==> src/i2c_pkg.sv <==
package i2c_pkg;
    localparam int unsigned CLK_HZ = 50_000_000;
    localparam int unsigned SCL_HZ = 380_000;
    // four phases per scl period
    localparam int unsigned PHASE_CYCLES = CLK_HZ / (SCL_HZ * 4);
    localparam int unsigned PHASE_W = 8;
    localparam int unsigned ADDR_W = 7;
    localparam int unsigned BYTE_W = 8;
    localparam int unsigned BIT_CNT_W = 4;
    localparam logic [3:0] ACK_BIT_IDX = 4'h8;
    localparam logic DIR_WRITE = 1'b0;
    localparam logic DIR_READ = 1'b1;
    localparam int unsigned LEN_W = 8;

    typedef enum logic [3:0] {
        ST_IDLE = 4'b0000,
        ST_START = 4'b0001,
        ST_ADDR = 4'b0010,
        ST_REG = 4'b0011,
        ST_WDATA = 4'b0100,
        ST_RSTART = 4'b0101,
        ST_RADDR = 4'b0110,
        ST_RDATA = 4'b0111,
        ST_STOP = 4'b1000
    } state_t;
endpackage

==> src/i2c_bus_master.sv <==
`timescale 1ns/10ps
`default_nettype none
module i2c_bus_master #(
    parameter int unsigned PHASE_DIV = i2c_pkg::PHASE_CYCLES
) (
    input wire logic clk,
    input wire logic rst_n,
    // command: one pulse while idle
    input wire logic cmd_valid,
    input wire logic cmd_read,
    input wire logic [i2c_pkg::ADDR_W-1:0] cmd_addr,
    input wire logic [i2c_pkg::BYTE_W-1:0] cmd_reg,
    input wire logic [i2c_pkg::LEN_W-1:0] cmd_len,
    // write data, taken when wr_ready pulses
    input wire logic [i2c_pkg::BYTE_W-1:0] wr_data,
    output logic wr_ready,
    output logic [i2c_pkg::BYTE_W-1:0] rd_data,
    output logic rd_valid,
    output logic busy,
    output logic done,
    output logic addr_ack,
    output logic nack_err,
    // open-drain pins
    input wire logic scl_i,
    output logic scl_o,
    output logic scl_oe,
    input wire logic sda_i,
    output logic sda_o,
    output logic sda_oe
);
    logic [1:0] sda_sync_q;
    logic [1:0] scl_sync_q;
    logic tick;
    i2c_pkg::state_t st_q, st_d;
    logic [1:0] ph_q, ph_d;
    logic [3:0] bit_q, bit_d;
    logic [i2c_pkg::BYTE_W-1:0] sh_q, sh_d;
    logic [i2c_pkg::LEN_W-1:0] left_q, left_d;
    logic rd_q, rd_d;
    logic [i2c_pkg::ADDR_W-1:0] addr_q, addr_d;
    logic [i2c_pkg::BYTE_W-1:0] reg_q, reg_d;
    logic scl_low_q, scl_low_d;
    logic sda_low_q, sda_low_d;
    logic wr_ready_d, rd_valid_d, done_d, addr_ack_d, nack_err_d;
    logic [i2c_pkg::BYTE_W-1:0] rd_data_d;
    logic ack_sample;
    logic last_bit;

    i2c_phase_tick #(.DIV(PHASE_DIV)) u_tick (
        .clk(clk),
        .rst_n(rst_n),
        .run(st_q != i2c_pkg::ST_IDLE),
        .tick(tick)
    );

    // scl_sync kept for observation only; stretching is not honoured
    always_ff @(posedge clk or negedge rst_n) begin
        if (!rst_n) begin
            sda_sync_q <= 2'h3;
            scl_sync_q <= 2'h3;
        end else begin
            sda_sync_q <= {sda_sync_q[0], sda_i};
            scl_sync_q <= {scl_sync_q[0], scl_i};
        end
    end

    assign ack_sample = sda_sync_q[1];
    assign last_bit = (bit_q == i2c_pkg::ACK_BIT_IDX);

    // each bit is four phases: 0 set sda, 1 scl up, 2 sample sda into the shifter (the ack bit is read at 3 instead), 3 scl down
    always_comb begin
        st_d = st_q;
        ph_d = ph_q;
        bit_d = bit_q;
        sh_d = sh_q;
        left_d = left_q;
        rd_d = rd_q;
        addr_d = addr_q;
        reg_d = reg_q;
        scl_low_d = scl_low_q;
        sda_low_d = sda_low_q;
        wr_ready_d = 1'b0;
        rd_valid_d = 1'b0;
        done_d = 1'b0;
        addr_ack_d = addr_ack;
        nack_err_d = nack_err;
        rd_data_d = rd_data;
        case (st_q)
            i2c_pkg::ST_IDLE: begin
                scl_low_d = 1'b0;
                sda_low_d = 1'b0;
                if (cmd_valid) begin
                    st_d = i2c_pkg::ST_START;
                    ph_d = 2'h0;
                    rd_d = cmd_read;
                    addr_d = cmd_addr;
                    reg_d = cmd_reg;
                    left_d = (cmd_len == '0) ? i2c_pkg::LEN_W'(1) : cmd_len;
                    addr_ack_d = 1'b0;
                    nack_err_d = 1'b0;
                end
            end
            i2c_pkg::ST_START, i2c_pkg::ST_RSTART: begin
                if (tick) begin
                    ph_d = ph_q + 2'h1;
                    case (ph_q)
                        2'h0: begin
                            sda_low_d = 1'b0;
                        end
                        2'h1: begin
                            scl_low_d = 1'b0;
                        end
                        2'h2: begin
                            sda_low_d = 1'b1;
                        end
                        default: begin
                            scl_low_d = 1'b1;
                            bit_d = '0;
                            if (st_q == i2c_pkg::ST_START) begin
                                st_d = i2c_pkg::ST_ADDR;
                                sh_d = {addr_q, i2c_pkg::DIR_WRITE};
                            end else begin
                                st_d = i2c_pkg::ST_RADDR;
                                sh_d = {addr_q, i2c_pkg::DIR_READ};
                            end
                        end
                    endcase
                end
            end
            i2c_pkg::ST_STOP: begin
                if (tick) begin
                    ph_d = ph_q + 2'h1;
                    case (ph_q)
                        2'h0: begin
                            sda_low_d = 1'b1;
                        end
                        2'h1: begin
                            scl_low_d = 1'b0;
                        end
                        2'h2: begin
                            sda_low_d = 1'b0;
                        end
                        default: begin
                            st_d = i2c_pkg::ST_IDLE;
                            done_d = 1'b1;
                        end
                    endcase
                end
            end
            i2c_pkg::ST_ADDR, i2c_pkg::ST_REG,
            i2c_pkg::ST_WDATA, i2c_pkg::ST_RADDR, i2c_pkg::ST_RDATA: begin
                if (tick) begin
                    ph_d = ph_q + 2'h1;
                    case (ph_q)
                        2'h0: begin
                            if (last_bit) begin
                                // release for slave ack, or drive our own
                                sda_low_d = (st_q == i2c_pkg::ST_RDATA) &&
                                    (left_q != i2c_pkg::LEN_W'(1));
                            end else if (st_q == i2c_pkg::ST_RDATA) begin
                                sda_low_d = 1'b0;
                            end else begin
                                sda_low_d = !sh_q[i2c_pkg::BYTE_W-1];
                            end
                        end
                        2'h1: begin
                            scl_low_d = 1'b0;
                        end
                        2'h2: begin
                            if (!last_bit) begin
                                sh_d = {sh_q[i2c_pkg::BYTE_W-2:0], ack_sample};
                            end
                        end
                        default: begin
                            scl_low_d = 1'b1;
                            bit_d = bit_q + 4'h1;
                            if (last_bit) begin
                                bit_d = '0;
                                case (st_q)
                                    i2c_pkg::ST_ADDR, i2c_pkg::ST_RADDR: begin
                                        addr_ack_d = !ack_sample;
                                    end
                                    default: begin
                                    end
                                endcase
                                if (st_q == i2c_pkg::ST_RDATA) begin
                                    rd_data_d = sh_q;
                                    rd_valid_d = 1'b1;
                                    left_d = left_q - 1'b1;
                                    if (left_q == i2c_pkg::LEN_W'(1)) begin
                                        st_d = i2c_pkg::ST_STOP;
                                    end
                                end else if (ack_sample) begin
                                    nack_err_d = 1'b1;
                                    st_d = i2c_pkg::ST_STOP;
                                end else begin
                                    case (st_q)
                                        i2c_pkg::ST_ADDR: begin
                                            st_d = i2c_pkg::ST_REG;
                                            sh_d = reg_q;
                                        end
                                        i2c_pkg::ST_REG: begin
                                            if (rd_q) begin
                                                st_d = i2c_pkg::ST_RSTART;
                                                sda_low_d = 1'b0;
                                            end else begin
                                                st_d = i2c_pkg::ST_WDATA;
                                                sh_d = wr_data;
                                                wr_ready_d = 1'b1;
                                            end
                                        end
                                        i2c_pkg::ST_WDATA: begin
                                            left_d = left_q - 1'b1;
                                            if (left_q == i2c_pkg::LEN_W'(1)) begin
                                                st_d = i2c_pkg::ST_STOP;
                                            end else begin
                                                sh_d = wr_data;
                                                wr_ready_d = 1'b1;
                                            end
                                        end
                                        default: begin
                                            st_d = i2c_pkg::ST_RDATA;
                                        end
                                    endcase
                                end
                            end
                        end
                    endcase
                end
            end
            default: begin
                st_d = i2c_pkg::ST_IDLE;
            end
        endcase
    end

    // no arbitration, bus assumed ours while busy
    always_ff @(posedge clk or negedge rst_n) begin
        if (!rst_n) begin
            st_q <= i2c_pkg::ST_IDLE;
            ph_q <= 2'h0;
            bit_q <= '0;
            sh_q <= '0;
            left_q <= '0;
            rd_q <= 1'b0;
            addr_q <= '0;
            reg_q <= '0;
            scl_low_q <= 1'b0;
            sda_low_q <= 1'b0;
            wr_ready <= 1'b0;
            rd_valid <= 1'b0;
            rd_data <= '0;
            done <= 1'b0;
            addr_ack <= 1'b0;
            nack_err <= 1'b0;
            busy <= 1'b0;
        end else begin
            st_q <= st_d;
            ph_q <= ph_d;
            bit_q <= bit_d;
            sh_q <= sh_d;
            left_q <= left_d;
            rd_q <= rd_d;
            addr_q <= addr_d;
            reg_q <= reg_d;
            scl_low_q <= scl_low_d;
            sda_low_q <= sda_low_d;
            wr_ready <= wr_ready_d;
            rd_valid <= rd_valid_d;
            rd_data <= rd_data_d;
            done <= done_d;
            addr_ack <= addr_ack_d;
            nack_err <= nack_err_d;
            busy <= (st_d != i2c_pkg::ST_IDLE);
        end
    end

    // open drain: output always low, enable pulls
    always_ff @(posedge clk or negedge rst_n) begin
        if (!rst_n) begin
            scl_o <= 1'b0;
            sda_o <= 1'b0;
            scl_oe <= 1'b0;
            sda_oe <= 1'b0;
        end else begin
            scl_o <= 1'b0;
            sda_o <= 1'b0;
            scl_oe <= scl_low_d;
            sda_oe <= sda_low_d;
        end
    end
endmodule // i2c_bus_master
`default_nettype wire

==> src/i2c_phase_tick.sv <==
`timescale 1ns/10ps
`default_nettype none
module i2c_phase_tick #(
    parameter int unsigned DIV = 32
) (
    input wire logic clk,
    input wire logic rst_n,
    input wire logic run,
    output logic tick
);
    logic [i2c_pkg::PHASE_W-1:0] cnt_q, cnt_d;
    logic tick_d;

    always_comb begin
        cnt_d = cnt_q + 1'b1;
        tick_d = 1'b0;
        if (!run) begin
            cnt_d = '0;
        end else if (cnt_q == i2c_pkg::PHASE_W'(DIV - 1)) begin
            cnt_d = '0;
            tick_d = 1'b1;
        end
    end

    always_ff @(posedge clk or negedge rst_n) begin
        if (!rst_n) begin
            cnt_q <= '0;
            tick <= 1'b0;
        end else begin
            cnt_q <= cnt_d;
            tick <= tick_d;
        end
    end
endmodule // i2c_phase_tick
`default_nettype wire

==> config.mk <==
export PLATFORM = sky130hd
export DESIGN_NAME = i2c_bus_master
export DESIGN_NICKNAME = d
export VERILOG_FILES = /design/src/i2c_pkg.sv /design/src/i2c_bus_master.sv /design/src/i2c_phase_tick.sv
export SDC_FILE = /design/constraint.sdc
export NUM_CORES = 1
export LEC_CHECK = 0
export ABC_AREA = 1
export BUFFER_PORTS_ARGS = -buffer_cell sky130_fd_sc_hd__buf_2
export CAP_MARGIN = 15
export CORE_UTILIZATION = 43
export DETAILED_ROUTE_END_ITERATION = 7
export MAX_ROUTING_LAYER = met4
export PLACE_DENSITY = 0.71
export SETUP_SLACK_MARGIN = 0.2
export SLEW_MARGIN = 20
export SYNTH_ARGS = -nofsm -noshare
export SYNTH_HDL_FRONTEND = slang
export SYNTH_SLANG_ARGS = --single-unit
==> constraint.sdc <==
create_clock -name clk -period 1.74 [get_ports clk]
set_input_delay 0.174 -clock clk [delete_from_list [all_inputs] [get_ports clk]]
set_output_delay 0.174 -clock clk [all_outputs]
set_load 0.01 [all_outputs]
; Word level (Yosys, flattened, before mapping)
; Index checks and enable logic that the tools add are counted.
[totals]
ff_bits = 69
inputBits = 37
[op_classes]
add_sub_neg = 4
n_eq_ne = 46
mux = 98
bitwise_logic = 1
reduce_logical = 32
[op_table]
columns = op, n
row1 = 2-to-1 mux 8 bit, 19
row2 = 2-to-1 mux 4 bit, 16
row3 = one-hot mux 8 bit (2 select lines), 3
row4 = 2-to-1 mux 1 bit, 43
row5 = "inequality test 3 bit, second input constant", 13
row6 = one-hot mux 8 bit (3 select lines), 1
row7 = AND reduction 12 bit, 2
row8 = "inequality test 2 bit, second input constant", 10
row9 = "equality test 4 x 3 -> 1 bit, second input constant", 4
row10 = one-hot mux 4 bit (4 select lines), 1
row11 = AND reduction 5 bit, 3
row12 = one-hot mux 1 bit (2 select lines), 7
row13 = AND reduction 7 bit, 2
row14 = "inequality test 2 x 1 -> 1 bit, second input constant", 6
row15 = one-hot mux 4 bit (3 select lines), 1
row16 = nonzero test 4 bit, 3
row17 = OR reduction 2 bit, 5
row18 = "adder 8 x 1 -> 8 bit, second input constant", 1
row19 = "equality test 4 x 2 -> 1 bit, second input constant", 2
row20 = "equality test 4 bit, second input constant", 2
row21 = "equality test 8 x 1 -> 1 bit, second input constant", 1
row22 = "equality test 8 x 5 -> 1 bit, second input constant", 1
row23 = zero test 8 bit, 1
row24 = "inequality test 4 bit, second input constant", 2
row25 = 28 further kinds, 32

; Depth between registers and ports, before layout
[logic_depth]
word_depth = 10
depth_mapped = 12
mapped_depth_nobuf = 11

; By module
; Synthesis repeated with hierarchy kept, for this count alone.
[unflattened]
cells_unflattened = 532
area_unflattened_um2 = 3878.7
[by_module_without_submodules]
columns = mod, n_inst, cells_per_inst, area_per_inst_um2
row1 = i2c_bus_master, 1, 479, 3445.8
row2 = i2c_phase_tick, 1, 53, 432.9

; Least setup slack after synthesis
; Ideal clock, no wire load.
[synth_timing]
path_type = register to register
startpoint = register ph_q[0]
endpoint = register sh_q[0] (netlist name)
setup_ps = 117
arrival_time_ps = 1623
t_required_ps = 1623
setup_slack_ps = 0
stages_incl_launch_ff = 10
n_path_buf = 0
cell_sequence = dfrtp_1 -> inv_1 -> ha_1 -> or2_2 -> o21ai_2 -> nand3_1 -> nor2_4 -> nand2_2 -> nand2_1 -> nand2_1
[synth_via]
elab_chain_cells = 5
[synth_lines]
columns = element, line
row1 = "start, declared", i2c_bus_master.sv:35  ; logic [1:0] ph_q, ph_d;
row2 = "start signal, assigned", i2c_bus_master.sv:259  ; ph_q <= ph_d;
row3 = equality test 2 x 1 -> 1 bit / zero test 2 bit (equally long branches), "i2c_bus_master.sv:106, i2c_bus_master.sv:154"
row4 = OR reduction 2 bit (no line), --
row5 = one-hot mux 8 bit (2 select lines), i2c_bus_master.sv:154  ; case (ph_q)
row6 = 2-to-1 mux 8 bit, i2c_bus_master.sv:152  ; if (tick) begin
row7 = one-hot mux 8 bit (2 select lines), i2c_bus_master.sv:88  ; case (st_q)
row8 = "end signal, assigned", i2c_bus_master.sv:243  ; sh_q <= '0;
row9 = "end signal, assigned", i2c_bus_master.sv:261  ; sh_q <= sh_d;
row10 = "end, declared", i2c_bus_master.sv:37  ; logic [i2c_pkg::BYTE_W-1:0] sh_q, sh_d;
; Several ways; a longest one is shown, not always the timed one. The select of a mux whose other input is x is not followed.
; A chain may end at the register's enable or synchronous reset.

; Worst setup path after layout
[layout_timing]
startpoint = register st_q[0]
endpoint = register ph_q[1]
[layout_via]
elab_chain_cells = 4
[layout_lines]
columns = element, line
row1 = "start, declared", i2c_bus_master.sv:34  ; i2c_pkg::state_t st_q, st_d;
row2 = "start signal, assigned", i2c_bus_master.sv:240  ; st_q <= i2c_pkg::ST_IDLE;
row3 = "start signal, assigned", i2c_bus_master.sv:258  ; st_q <= st_d;
row4 = "equality test 4 x 1 -> 1 bit, or another cell as far along", i2c_bus_master.sv:88
row5 = OR reduction 8 bit (no line), --
row6 = inequality test 2 x 1 -> 1 bit (no line) / nonzero test 2 bit (equally long branches), --
row7 = AND reduction 3 bit (no line), --
; Several ways; a longest one is shown, not always the timed one.

==> run summary <==
## Placement
* RD Place Congestion: 0.8866
* Setup Slack @ Placement: -57.06 ps
* post-detailed-placement half-perimeter wirelength: 7076 um
* Post-DP Area: 4494 um2
* number of I/O port buffers: 51

## Run
* reported max-cap violation count: 0

## Critical path
* Worst setup endpoint: ph_q[1]
* R2R depth: 11
* sort of element at the start of the critical path: flop
* worst-path maximum fanout: 8
* class of the most critical setup path: reg -> reg
* source of the critical timing path: st_q[0]
* kind of end point of the critical path: flop
* WP data arrival: 1960 ps
* Reg2Reg Setup Slack: 70 ps
* Crit Reg-Reg Endpoint: ph_q[1]
* required time worst endpoint: 2020 ps
* launch instance of the worst register-to-register path: st_q[0]

## Floorplanning
* Die Outline Area: 9271 um2
* Core Rows: 34
* Die Ht: 96.29 um
* die boundary width: 96.29 um
* # IOs: 55
* starting density of the core: 44.05%
* core box area: 8678 um2

## Synthesis
* Post-Syn Instances: 527
* area share of and/or/nand/nor cells after synthesis: 33.91%
* synth cell count leaders: nand2_1, dfrtp_1, inv_1, nand3_1, nor2_1
* combinational family with the most area after synthesis: simple AND/OR/NAND/NOR gates
* FF+latch count, synth: 69
* area fraction in compound gates after synthesis: 8.543%
* number of distinct standard cells referenced by the synthesized netlist: 35
* dominant cell by count in the synthesized netlist: nand2_1
* Synth async-reset ratio: 100.0%
* count of warnings emitted by yosys: 0
* leading area contributor after synthesis: dfrtp_1
* Adder-Cell Fraction of Synth Area: 2.946%
* most instantiated flip-flop cell in the synthesis netlist: dfrtp_1
* Synth area leaders: dfrtp_1, nand2_1, nand3_1
* multiplexer fraction of the synthesized cell area: 0%
* EDFF count, synth: 0
* netlist area before placement: 3822 um2
* mean cell area of the mapped netlist: 7.253 um2
* sequential fraction of the synthesis area: 45.24%
* synthesized-area fraction occupied by xor and xnor cells: 0.9165%
* Yosys top cell area share: 43.86%

## STA
* final worst path period share: 96.26%
* total of endpoints with negative setup slack in the final report: 0
* Peak Freq: 597.1 MHz
* final-report max-slew violation count: 0
* Final min period: 1675 ps
* total negative setup slack: 0 ps
* clk_skew: 10.15 ps
* Hold WS: 10.65 ps
* final count of hold timing violations: 0
* unrepaired setup endpoints after global routing: yes
* min setup slack post-route: 65.12 ps

## Clock network
* clock network latency to the later pin of the worst-skew pair: 350 ps
* Clk Tree Root Cell: clkbuf_8
* TritonCTS clock tree: done
* buffer levels on the longest clock path: 2
* clock sink count: 69
* Num CTS Buffers: 9
* H-tree Lvls: 3
* Clk pin slew, worst setup/hold paths: 80 ps

## Final layout
* share of layout cells above drive strength 1: 34.06%
* Storage cell area: 1735 um2
* area grow syn2layout: 36.43%
* utilization after layout: 60.09%
* combined area of the multi-input logic cells: 2132 um2
* net count of the finished layout: 681
* Final Cell Area: 5215 um2
* diode insertion count for antenna repair: 0
* FILL cells: 798

## Route
* final wirelength: 10,370 um
* via count normalized by instance count: 5.068
* routed vias: 3,791
* iteration-0 DRC count of the detailed router: 245
* number of DRC violations after detailed routing: 0
* drt first pass iters: 4
* antenna-violating nets left: 0
* average routed wire per standard cell: 13.86 um

## GRT
* wire length of the first global-routing pass: 15,450 um
* number of antenna violations at the first check in global routing: 0
* pin count of the biggest net entering global routing: 70
* via count of the first global-routing pass: 3,285
* global route overflow: 0
* gr usage total: 22.65%

## Power and ir drop
* standby leakage power: 0.002640 uW
* IR Drop Worst-Case VDD: 0.6091 mV
* Sequential Power Share: 42.3%
* Clock Power Share: 21.9%
* switching power: 1960 uW
* fraction of power spent switching nets: 37.20%
* power density of the placed cells: 1011 nW/um2
* part of the total power dissipated in combinational logic: 35.8%
* design internal power: 3309 uW

## Worst hold path
* worst hold-check path type: in -> reg

## Run status
* outcome: complete, no violations

-- power groups by stage --
stage               sequential, uW  combinational, uW  clock (uW)
global route                  2270               2120        1250
detailed placement            2240               1620           0
CTS                           2210               1660        1180
floorplan                     2190               1140           0
global placement              2220               1570           0
finish                        2230               1890        1150
-- cell type report --
| class | count | share of cell area (%) |
|---|---|---|
| Tap cell | 108 | 2.591 |
| Timing Repair Buffer | 110 | 15.28 |
| Clock inverter | 5 | 0.7198 |
| Clock buffer | 11 | 2.519 |
| Inverter | 61 | 4.726 |
| Sequential cell | 69 | 33.28 |
| Multi-Input combinational cell | 384 | 40.88 |
-- worst max-delay path, stage by stage (launching register included) --
cell and delay (ps):
dfrtp_2 460, inv_2 80, nand3_4 100, nand2_8 90
buf_6 130, nor2_4 190, nand2_2 100, nand2_2 60
nand2_2 70, nor2_4 170, nand3_2 100, o21ai_2 60
-- registers in the layout, summed over array words and instances, names as in the netlist --
name / count
left_q: 8
rd_data: 8
reg_q: 8
sh_q: 8
u_tick.cnt_q: 8
addr_q: 7
bit_q: 4
st_q: 4
ph_q: 2
sda_sync_q: 2
addr_ack: 1
busy: 1
done: 1
nack_err: 1
rd_q: 1
rd_valid: 1
scl_oe: 1
sda_oe: 1
u_tick.tick: 1
wr_ready: 1
-- how the worst min path moves through the flow --
stage	startpoint	slack (ps)	cells after the start	to
floorplan	rst_n	-120	0	addr_ack
global placement	rst_n	220	2	left_q[3]
detailed placement	rst_n	230	2	left_q[3]
CTS	cmd_reg[4]	3	3	reg_q[4]
global route	cmd_addr[1]	9	3	addr_q[1]
finish	cmd_reg[4]	10	3	reg_q[4]
-- cell usage in the layout (no fill, tap or decap), drive strengths merged --
cell	instances
a21oi	15
a31oi	2
and3	2
buf	106
clkbuf	12
clkinv	4
clkinvlp	2
conb	2
dfrtp	67
dfstp	2
dlygate4sd3	3
ha	9
inv	60
nand2	177
nand3	59
nand3b	1
nand4	7
nor2	53
nor3	4
nor3b	1
nor4	1
o21ai	43
o22ai	2
o31ai	1
or2	1
xnor2	2
xor2	2
-- per-stage QoR --
step                total power [uW]  std cells
global route                    5641        748
floorplan                       3335        528
global placement                3791        705
detailed placement              3853        705
finish                          5270        748
CTS                             5052        731
-- repair_timing --
action                                  in CTS  in global routing
hold buffers                                 3                  0
pin swaps                                    9                 23
gates cloned                                 1                  1
endpoints found under the hold margin       69                  0
resized for setup                           21                 86
buffers inserted                             6                 16
endpoints found under the setup margin      33                 54
-- routing by layer --
metal | part of all wire, % | GRT usage (%) | up-vias
met5 | 0 | - | -
met4 | 1.7 | 5.100 | 0
met3 | 4.1 | 5.055 | 20
met2 | 47 | 33.33 | 87
met1 | 47 | 31.72 | 1779
li1 | - | - | 1905
-- cell families after synthesis --
family          count (synthesis)
xor+xnor                        4
fa+ha+maj                       9
other cells                     1
compound gates                 63
buf+inv                        76
flops                          69
simple gates                  305
No activity file was read; power rests on OpenSTA's default activity.
